[config.mk]
export PLATFORM = sky130hd
export DESIGN_NAME = acmp_ctrl
export DESIGN_NICKNAME = d
export VERILOG_FILES = /design/src/rtl/acmp_pkg.sv /design/src/rtl/acmp_chan.sv /design/src/rtl/acmp_ctrl.sv
export VERILOG_INCLUDE_DIRS = /design/src /design/src/rtl
export SDC_FILE = /design/constraint.sdc
export NUM_CORES = 1
export LEC_CHECK = 0
export BUFFER_PORTS_ARGS = -buffer_cell sky130_fd_sc_hd__buf_2
export CAP_MARGIN = 30
export CORE_UTILIZATION = 30
export CTS_BUF_LIST = sky130_fd_sc_hd__clkbuf_4
export CTS_CLUSTER_SIZE = 25
export DETAILED_ROUTE_END_ITERATION = 12
export SLEW_MARGIN = 40
export SYNTH_ARGS = -nofsm -noshare
export SYNTH_HDL_FRONTEND = slang
export SYNTH_HIERARCHICAL = 1
export SYNTH_SLANG_ARGS = --single-unit
[constraint.sdc]
create_clock -name sys_clk -period 2.3 [get_ports sys_clk]
set_clock_uncertainty 0.2 [all_clocks]
set_input_delay 0.115 -clock sys_clk [delete_from_list [all_inputs] [get_ports sys_clk]]
set_output_delay 0.115 -clock sys_clk [all_outputs]
set_load 0.1 [all_outputs]
[src/rtl/acmp_params.svh]
// Offsets, field positions and reset values of the comparator control block
`ifndef ACMP_PARAMS_SVH
`define ACMP_PARAMS_SVH
// Register byte addresses on the APB side
`define ACMP_ADDR_W 8
`define ACMP_OFS_CTRL_A 8'h00
`define ACMP_OFS_CTRL_B 8'h04
`define ACMP_CH_STRIDE 8'h08
`define ACMP_OFS_MIRROR 8'h20
`define ACMP_OFS_FLAGS 8'h24
`define ACMP_MAX_CMP 4
// Control A fields
`define ACMP_A_ON 7
`define ACMP_A_OUT 6
`define ACMP_A_OE 5
`define ACMP_A_POL 4
`define ACMP_A_SP 2
`define ACMP_A_HYS 1
`define ACMP_A_SYNC 0
`define ACMP_A_WMASK 8'hB7
`define ACMP_A_RST 8'h04
// Control B fields
`define ACMP_B_INTP 7
`define ACMP_B_INTN 6
`define ACMP_B_PCH_HI 5
`define ACMP_B_PCH_LO 4
`define ACMP_B_NCH_HI 1
`define ACMP_B_NCH_LO 0
`define ACMP_B_WMASK 8'hF3
`define ACMP_B_RST 8'h00
`endif

[src/rtl/acmp_pkg.sv]
// Types shared by the comparator control block
package acmp_pkg;
   // Register image, one byte per control register
   typedef logic [7:0] acmp_reg_t;
   // Sources for the noninverting input
   typedef enum logic [1:0] {
      ACMP_PSEL_PIN = 2'h0,
      ACMP_PSEL_DAC = 2'h1,
      ACMP_PSEL_REF = 2'h2,
      ACMP_PSEL_GND = 2'h3
   } acmp_psel_t;
endpackage

[src/rtl/acmp_chan.sv]
// One comparator channel: input sync, polarity, latching and edge detection
`timescale 1ns/1ps
module acmp_chan
   import acmp_pkg::*;
(
   input wire logic sys_clk, // System clock
   input wire logic rstn, // Synchronous reset, active low
   input wire logic ce, // Clock enable
   input wire logic raw_in, // Raw analog comparator output, asynchronous
   input wire logic tclk_fall, // Falling edge of prescaled timer clock
   input wire logic instr_tick, // Instruction cycle strobe
   input wire logic on, // Comparator on
   input wire logic pol, // Output invert
   input wire logic sync_en, // Timer sync enable
   output logic result_q, // Latched internal result
   output logic pin_val, // Value routed to the pin
   output logic tsync_q, // Timer-synchronised result
   output logic rise, // Rising edge of latched result
   output logic fall // Falling edge of latched result
);
   logic raw_s1_q; // First sync stage, read only by the second
   logic raw_s2_q; // Synchronised raw result
   logic prev_q; // Result one cycle back
   logic pol_raw; // Polarity-adjusted result
   logic result_d;

   // Comparator already gives low for VIN+ below VIN-, high above
   assign pol_raw = raw_s2_q ^ pol;
   // Pin path always skips the instruction latch; timer sync picks the falling-edge capture instead
   assign pin_val = sync_en ? tsync_q : pol_raw;
   // Off forces low so downstream never sees a stale level
   assign result_d = !on ? 1'b0 : (instr_tick ? pol_raw : result_q);
   // Edges seen on the latched, polarity-adjusted result
   assign rise = result_q & ~prev_q;
   assign fall = ~result_q & prev_q;

   // Two-stage synchroniser on the analog output
   always_ff @(posedge sys_clk) begin
      if (!rstn) begin
         raw_s1_q <= 1'b0;
         raw_s2_q <= 1'b0;
      end else if (ce) begin
         raw_s1_q <= raw_in;
         raw_s2_q <= raw_s1_q;
      end
   end

   // Result latch and edge history
   always_ff @(posedge sys_clk) begin
      if (!rstn) begin
         result_q <= 1'b0;
         prev_q <= 1'b0;
      end else if (ce) begin
         result_q <= result_d;
         prev_q <= result_q;
      end
   end

   // Capture on timer falling edge so rising-edge counting never races
   always_ff @(posedge sys_clk) begin
      if (!rstn) begin
         tsync_q <= 1'b0;
      end else if (ce && tclk_fall) begin
         tsync_q <= pol_raw;
      end
   end

   a_result_pol: assert property (@(posedge sys_clk) disable iff (!rstn)
      (ce && on && instr_tick) |=> (result_q == ($past(raw_s2_q) ^ $past(pol))))
      else $error("latched result disagrees with polarity");
   a_tsync_hold: assert property (@(posedge sys_clk) disable iff (!rstn)
      (!tclk_fall || !ce) |=> $stable(tsync_q))
      else $error("timer sync value moved off the falling edge");
endmodule

[src/rtl/acmp_ctrl.sv]
// Comparator control block: APB registers, pin routing and edge flags
//
// The register offsets and register access over APB are this design's own decisions.
`timescale 1ns/1ps
`include "acmp_params.svh"
module acmp_ctrl
   import acmp_pkg::*;
#(
   parameter int NUM_CMP = 2 // Number of comparators
)(
   input wire logic sys_clk, // 40 MHz system clock
   input wire logic rstn, // Synchronous reset, active low
   input wire logic ce, // Clock enable, freezes state when low
   input wire logic psel, // APB select
   input wire logic penable, // APB enable
   input wire logic pwrite, // APB write
   input wire logic [`ACMP_ADDR_W-1:0] paddr, // APB byte address
   input wire logic [31:0] pwdata, // APB write data
   output logic [31:0] prdata, // APB read data
   output logic pready, // APB ready
   output logic pslverr, // APB error on unmapped address
   input wire logic [NUM_CMP-1:0] cmp_raw, // Analog comparator outputs, async
   input wire logic tmr_clk_pre, // Prescaled timer clock, async
   input wire logic instr_tick, // Instruction cycle strobe
   input wire logic [NUM_CMP-1:0] pin_dir, // Pin direction, 1 is input
   input wire logic [NUM_CMP-1:0] port_latch, // Port data latch values
   output logic [NUM_CMP-1:0] cmp_on, // Analog enable per comparator
   output logic [NUM_CMP-1:0] cmp_normal_speed, // 1 normal speed, 0 low power
   output logic [NUM_CMP-1:0] cmp_hyst_en, // Hysteresis enable
   output logic [2*NUM_CMP-1:0] pos_sel, // Noninverting source select
   output logic [2*NUM_CMP-1:0] neg_sel, // Inverting pin select
   output logic [NUM_CMP-1:0] cmp_result, // Latched internal result
   output logic [NUM_CMP-1:0] sync_result, // Timer-synchronised result
   output logic [NUM_CMP-1:0] pin_data, // Value on the pin when overridden
   output logic [NUM_CMP-1:0] pin_oe, // Pin output enable
   output logic [NUM_CMP-1:0] port_override, // Pin takes comparator not latch
   output logic [NUM_CMP-1:0] irq_flag // Sticky edge flags
);
   // Elaboration check on channel count
   if (NUM_CMP < 1 || NUM_CMP > `ACMP_MAX_CMP) begin : g_bad_count
      $error("NUM_CMP out of range");
   end

   acmp_reg_t ctrl_a_q [NUM_CMP]; // First control register per comparator
   acmp_reg_t ctrl_b_q [NUM_CMP]; // Second control register per comparator
   logic [NUM_CMP-1:0] flag_q; // Sticky edge flags
   logic [NUM_CMP-1:0] flag_d;
   logic [31:0] prdata_q; // Read data latched in setup
   logic [31:0] prdata_d;
   logic pslverr_q; // Error latched in setup
   logic tclk_s1_q; // Timer clock sync stage one
   logic tclk_s2_q; // Timer clock sync stage two
   logic tclk_s3_q; // Timer clock history for edge
   logic tclk_fall; // Timer clock falling edge
   logic setup_ph; // APB setup cycle
   logic wr_en; // APB write commits
   logic [NUM_CMP-1:0] sel_a; // Control A hit
   logic [NUM_CMP-1:0] sel_b; // Control B hit
   wire sel_mirror = (paddr == `ACMP_OFS_MIRROR);
   wire sel_flags = (paddr == `ACMP_OFS_FLAGS);
   wire any_hit = (|sel_a) | (|sel_b) | sel_mirror | sel_flags;
   logic [NUM_CMP-1:0] rise; // Channel rising edges
   logic [NUM_CMP-1:0] fall; // Channel falling edges
   logic [NUM_CMP-1:0] pin_val; // Channel pin values
   logic [NUM_CMP-1:0] edge_hit; // Qualified edges
   logic [NUM_CMP-1:0] flag_clr; // Software clear, write one to clear

   // Single-cycle slave: ready whenever the block is clocked
   assign setup_ph = psel & ~penable;
   assign pready = ce;
   assign wr_en = psel & penable & pwrite & ce & ~pslverr_q;
   assign prdata = prdata_q;
   assign pslverr = psel & penable & pslverr_q;
   assign flag_clr = (wr_en && sel_flags) ? pwdata[NUM_CMP-1:0] : '0;
   // Set beats clear in the same cycle
   assign flag_d = (flag_q & ~flag_clr) | edge_hit;
   assign irq_flag = flag_q;

   // Timer clock synchroniser and falling-edge detect
   assign tclk_fall = tclk_s3_q & ~tclk_s2_q;
   always_ff @(posedge sys_clk) begin
      if (!rstn) begin
         tclk_s1_q <= 1'b0;
         tclk_s2_q <= 1'b0;
         tclk_s3_q <= 1'b0;
      end else if (ce) begin
         tclk_s1_q <= tmr_clk_pre;
         tclk_s2_q <= tclk_s1_q;
         tclk_s3_q <= tclk_s2_q;
      end
   end

   // Per-comparator decode, routing and channel logic
   for (genvar i = 0; i < NUM_CMP; i++) begin : g_ch
      localparam logic [`ACMP_ADDR_W-1:0] OFS = `ACMP_ADDR_W'(i * `ACMP_CH_STRIDE);
      wire on_b = ctrl_a_q[i][`ACMP_A_ON];
      wire oe_b = ctrl_a_q[i][`ACMP_A_OE];

      // Two registers for each comparator
      assign sel_a[i] = (paddr == (`ACMP_OFS_CTRL_A + OFS));
      assign sel_b[i] = (paddr == (`ACMP_OFS_CTRL_B + OFS));
      assign cmp_on[i] = on_b;
      assign cmp_normal_speed[i] = ctrl_a_q[i][`ACMP_A_SP];
      assign cmp_hyst_en[i] = ctrl_a_q[i][`ACMP_A_HYS];
      assign pos_sel[2*i +: 2] = ctrl_b_q[i][`ACMP_B_PCH_HI:`ACMP_B_PCH_LO];
      assign neg_sel[2*i +: 2] = ctrl_b_q[i][`ACMP_B_NCH_HI:`ACMP_B_NCH_LO];
      // Override follows enable alone; the driver also needs on and output dir
      assign port_override[i] = oe_b;
      assign pin_oe[i] = oe_b & ~pin_dir[i] & on_b;
      assign pin_data[i] = oe_b ? pin_val[i] : port_latch[i];
      assign edge_hit[i] = (rise[i] & ctrl_b_q[i][`ACMP_B_INTP]) |
                           (fall[i] & ctrl_b_q[i][`ACMP_B_INTN]);

      acmp_chan u_chan (
         .sys_clk(sys_clk),
         .rstn(rstn),
         .ce(ce),
         .raw_in(cmp_raw[i]),
         .tclk_fall(tclk_fall),
         .instr_tick(instr_tick),
         .on(on_b),
         .pol(ctrl_a_q[i][`ACMP_A_POL]),
         .sync_en(ctrl_a_q[i][`ACMP_A_SYNC]),
         .result_q(cmp_result[i]),
         .pin_val(pin_val[i]),
         .tsync_q(sync_result[i]),
         .rise(rise[i]),
         .fall(fall[i])
      );

      // Control registers; the result bit is never stored
      always_ff @(posedge sys_clk) begin
         if (!rstn) begin
            ctrl_a_q[i] <= `ACMP_A_RST;
            ctrl_b_q[i] <= `ACMP_B_RST;
         end else if (wr_en && sel_a[i]) begin
            ctrl_a_q[i] <= pwdata[7:0] & `ACMP_A_WMASK;
         end else if (wr_en && sel_b[i]) begin
            ctrl_b_q[i] <= pwdata[7:0] & `ACMP_B_WMASK;
         end
      end

      a_pin_drive: assert property (@(posedge sys_clk) disable iff (!rstn)
         pin_oe[i] |-> (cmp_on[i] && !pin_dir[i] && port_override[i]))
         else $error("pin driven without all enables");
      a_override_on: assert property (@(posedge sys_clk) disable iff (!rstn)
         (ce && !(wr_en && sel_a[i])) |=> $stable(port_override[i]))
         else $error("override changed without a write");
      a_off_low: assert property (@(posedge sys_clk) disable iff (!rstn)
         (ce && !cmp_on[i]) |=> !cmp_result[i])
         else $error("result not low while off");
      a_latch_tick: assert property (@(posedge sys_clk) disable iff (!rstn)
         (ce && cmp_on[i] && !instr_tick) |=> $stable(cmp_result[i]))
         else $error("result moved between instruction ticks");
      a_flag_set: assert property (@(posedge sys_clk) disable iff (!rstn)
         (ce && rise[i] && ctrl_b_q[i][`ACMP_B_INTP]) |=> irq_flag[i])
         else $error("enabled rising edge missed");
      a_flag_wins: assert property (@(posedge sys_clk) disable iff (!rstn)
         (ce && flag_clr[i] && edge_hit[i]) |=> irq_flag[i] [*1])
         else $error("edge lost during clear");
      a_flag_sticky: assert property (@(posedge sys_clk) disable iff (!rstn)
         (irq_flag[i] && !flag_clr[i]) |=> irq_flag[i])
         else $error("flag dropped without a clear");
      a_edge_src: assert property (@(posedge sys_clk) disable iff (!rstn)
         (ce && rise[i] && $past(ce)) |-> (cmp_result[i] && !$past(cmp_result[i])))
         else $error("edge not from latched result");
      c_flag_rise: cover property (@(posedge sys_clk) disable iff (!rstn)
         ce && rise[i] ##1 irq_flag[i]);
      c_pin_drive: cover property (@(posedge sys_clk) disable iff (!rstn)
         pin_oe[i] && pin_data[i]);
      c_sync_cap: cover property (@(posedge sys_clk) disable iff (!rstn)
         ctrl_a_q[i][`ACMP_A_SYNC] && tclk_fall && ce);
   end

   // Read mux, priority chain across the register map
   always_comb begin
      prdata_d = 32'h0000_0000;
      for (int k = 0; k < NUM_CMP; k++) begin
         if (sel_a[k]) begin
            prdata_d[7:0] = ctrl_a_q[k];
            prdata_d[`ACMP_A_OUT] = cmp_result[k];
         end else if (sel_b[k]) begin
            prdata_d[7:0] = ctrl_b_q[k];
         end
      end
      if (sel_mirror) begin
         prdata_d[NUM_CMP-1:0] = cmp_result;
      end else if (sel_flags) begin
         prdata_d[NUM_CMP-1:0] = flag_q;
      end
   end

   // Read data and error captured in setup so the data output is a flop
   always_ff @(posedge sys_clk) begin
      if (!rstn) begin
         prdata_q <= 32'h0000_0000;
         pslverr_q <= 1'b0;
      end else if (ce && setup_ph) begin
         prdata_q <= pwrite ? 32'h0000_0000 : prdata_d;
         pslverr_q <= ~any_hit;
      end
   end

   // Sticky edge flags
   always_ff @(posedge sys_clk) begin
      if (!rstn) begin
         flag_q <= '0;
      end else if (ce) begin
         flag_q <= flag_d;
      end
   end

   a_speed_reset: assert property (@(posedge sys_clk)
      !rstn |=> (cmp_normal_speed == {NUM_CMP{1'b1}}))
      else $error("speed select not normal after reset");
   a_mirror_read: assert property (@(posedge sys_clk) disable iff (!rstn)
      (ce && setup_ph && !pwrite && sel_mirror) |=>
         (prdata[NUM_CMP-1:0] == $past(cmp_result)))
      else $error("mirror read wrong");
   a_unmapped_err: assert property (@(posedge sys_clk) disable iff (!rstn)
      (ce && setup_ph && !any_hit) ##1 (psel && penable) |-> pslverr)
      else $error("unmapped access not refused");
   c_write_a: cover property (@(posedge sys_clk) disable iff (!rstn)
      wr_en && |sel_a);
endmodule

==> flow_metrics.tcl <==
set metrics [dict create \
    gp_congestion 0.787 \
    final_cell_mix "buf_2 (63), conb_1 (25), edfxtp_1 (24), dfxtp_1 (23), nor2_1 (22)" \
    cp_slowest_cell "edfxtp_1" \
    worst_setup_path_end_kind "primary output" \
    grt-ovfl-total 0 \
    io_buffers 63 \
    finalNetCount 384 \
    synthTopCellsByArea "edfxtp_1 (28%), dfxtp_1 (18%), buf_4 (13%)" \
    first_global_vias 1887 \
    wire_per_inst_um 14.7 \
    yosysUniqueCellTypes 42 \
    fillers 873 \
    maxCapViolCount 0 \
    vdd_ir_drop_max_v 0.000216 \
    drt_iter0_drc 77 \
    area_growth_pct 19.6 \
    clockBufferDepth 2 \
    fmax_ghz 0.469 \
    rsz0062_at_grt "false" \
    synth_top_area_frac 0.275 \
    path_delay_family "flip-flops" \
    dpl.cell_count 408 \
    reg2reg_to "ctrl_a_q[1][2]$_SDFFCE_PN1P_" \
    synth_area_per_cell_um2 10.1 \
    clk_pin_slew_ps 150 \
    io_pins 114 \
    fin_area_um2 3130 \
    fin_cells 436 \
    netlist_area_um2 2620 \
    setup_tns_ps 0 \
    core-area_um2 8340 \
    cts_sinks 47 \
    cts_tree "done" \
    initial_core_util 0.314 \
    finalCriticalPeriod_ps 2130 \
    drv_slew 0 \
    r2r_slack_ps 480 \
    antenna-diode-count 0 \
    cp_max_fo 3 \
    leakage_uw 0.00135 \
    arrival_ps 1820 \
    grt_start_max_net_pins 23 \
    async_flop_share 0 \
    ys_ff_latch 47 \
    whs_path_depth 5 \
    finalHoldViolCount 0 \
    layout_commonest_cell "buf_2" \
    p_per_area_nw_per_um2 600 \
    track_usage 0.146 \
    vias 1998 \
    cts-root-buf "clkbuf_4" \
    htreeDepth 2 \
    cp_num_cells 4 \
    crit_chain "xnor2_1 > mux2i_1 > mux2_2 > buf_2" \
    status "complete, no violations" \
    antenna_left 0 \
    post_dp_cell_area_um2 2850 \
    r2r-start "pslverr_q$_SDFFE_PN0P_" \
    max_stage_delay_ps 490 \
    holdCritPathClass "primary input to flip-flop" \
    clkLatencyLatePin_ps 370 \
    antenna_found_initial 0 \
    via_per_inst 4.58 \
    power.total_uw 1880 \
    crit_end "pin_data[1]" \
    ys.flop_type "edfxtp_1" \
    die_area_um2 9100 \
    min_period_over_period 0.927 \
    holdWs_ps 19.3 \
    cts_resized 0 \
    synth_top_cell_by_area "edfxtp_1" \
    die_w_um 95.4 \
    start_kind "flip-flop" \
    crit_start "ctrl_a_q[1][3]$_SDFFCE_PN0P_" \
    drive_gt1_frac 0.278 \
    drc 0 \
    grt_pass1_wl_um 9850 \
    firstDrtPassIters 5 \
    critPathRequiredTime_ps 1990 \
    reg2reg_depth 4 \
    path_class "flip-flop to primary output" \
    synth_seq_area_share 0.451 \
    die_y_um 95.4 \
    num_rows 33 \
    numCtsBuffers 5 \
    worst-path-buf-inv 1 \
    dp_hpwl_um 4890 \
    setup_violations 0 \
    routed_wl_um 6400 \
    ys_warn_count 6 \
    synth_edf_count 24 \
    syn_inst 259 \
]
state kept, by name, summed over array words and instances, names as in the netlist, 2 cells and up:
signal                count
irq_flag                  2
ctrl_a_q                 12
prdata                    7
g_ch.u_chan/result_q      2
g_ch.u_chan/raw_s2_q      2
g_ch.u_chan/raw_s1_q      2
ctrl_b_q                 12
g_ch.u_chan/prev_q        2
g_ch.u_chan/tsync_q       2
final cells by class:
type | count | area [µm²] | share of cell area
flip-flops and latches | 47 | 1180 | 0.377
multi-input cells | 175 | 1130 | 0.360
repair buffers | 89 | 561 | 0.179
well taps | 105 | 131 | 0.0420
clock inverters | 3 | 47.5 | 0.0152
inverters | 12 | 45.0 | 0.0144
clock buffers | 5 | 37.5 | 0.0120
synth_stat cells (3+ instances only):
master    count
nor2_1       22
nand2b_1      3
o31ai_1      10
buf_4        44
nor3_2        3
and2_1       18
nor4_1        4
o22ai_1       7
nor3_1        3
nand2_1      12
buf_2         4
a21oi_1       4
mux2i_1      14
nand4_1       4
o21ai_0       4
inv_1        12
o21a_1        3
nor2b_1       5
edfxtp_1     24
dfxtp_1      23
mux2_2        7
stage by stage:
step / util / setup WS (ps)
after floorplan: - / 239
after global placement: 0.341 / 405
after detailed placement: 0.341 / 380
after CTS: 0.375 / 147
after global routing: 0.375 / 66.6
final: 0.375 / 168
repair_timing:
item / in CTS / in global routing
endpoints found under the setup margin: 0 / 0
hold buffers: 20 / 0
setup buffers: 0 / 0
endpoints found under the hold margin: 41 / 0
tightest hold or removal path, stage by stage:
cell	delay, ps
buf_2	100
nor2_1	90
o211ai_1	100
mux2i_1	70
nor2_1	80
worst min-delay path by stage:
stage	to	slack, ps	start
after detailed placement	tclk_s1_q$_SDFFE_PN0P_	160	tmr_clk_pre
after global routing	pslverr_q$_SDFFE_PN0P_	60	paddr[5]
final	pslverr_q$_SDFFE_PN0P_	20	paddr[0]
after floorplan	g_ch[0].u_chan/result_q$_SDFFE_PN0P_	60	rstn
after global placement	tclk_s1_q$_SDFFE_PN0P_	160	tmr_clk_pre
after CTS	pslverr_q$_SDFFE_PN0P_	2	paddr[0]
routing by layer:
metal	GRT usage	wire, µm	vias up
met1	0.187	2790	915
met3	0.0375	490	10
met2	0.243	3010	79
li1	-	-	994
met5	0	0	-
met4	0.0423	111	0
cell families (layout without fill, tap and decap cells):
group | count (synthesis) | in the layout | share of synthesized area
other cells | 1 | 25 | 0.00143
flops | 47 | 47 | 0.451
xor+xnor | 2 | 2 | 0.00669
simple gates | 87 | 87 | 0.196
mux | 21 | 21 | 0.0837
compound gates | 40 | 40 | 0.109
buf+inv | 61 | 109 | 0.152
power by group:
part / total, µW / switching [µW] / internal, µW
clock: 522 / 287 / 235
combinational: 445 / 359 / 86.1
sequential: 910 / 14.5 / 896
total: 1880 / 660 / 1220
No activity file was read; power rests on OpenSTA's default activity.
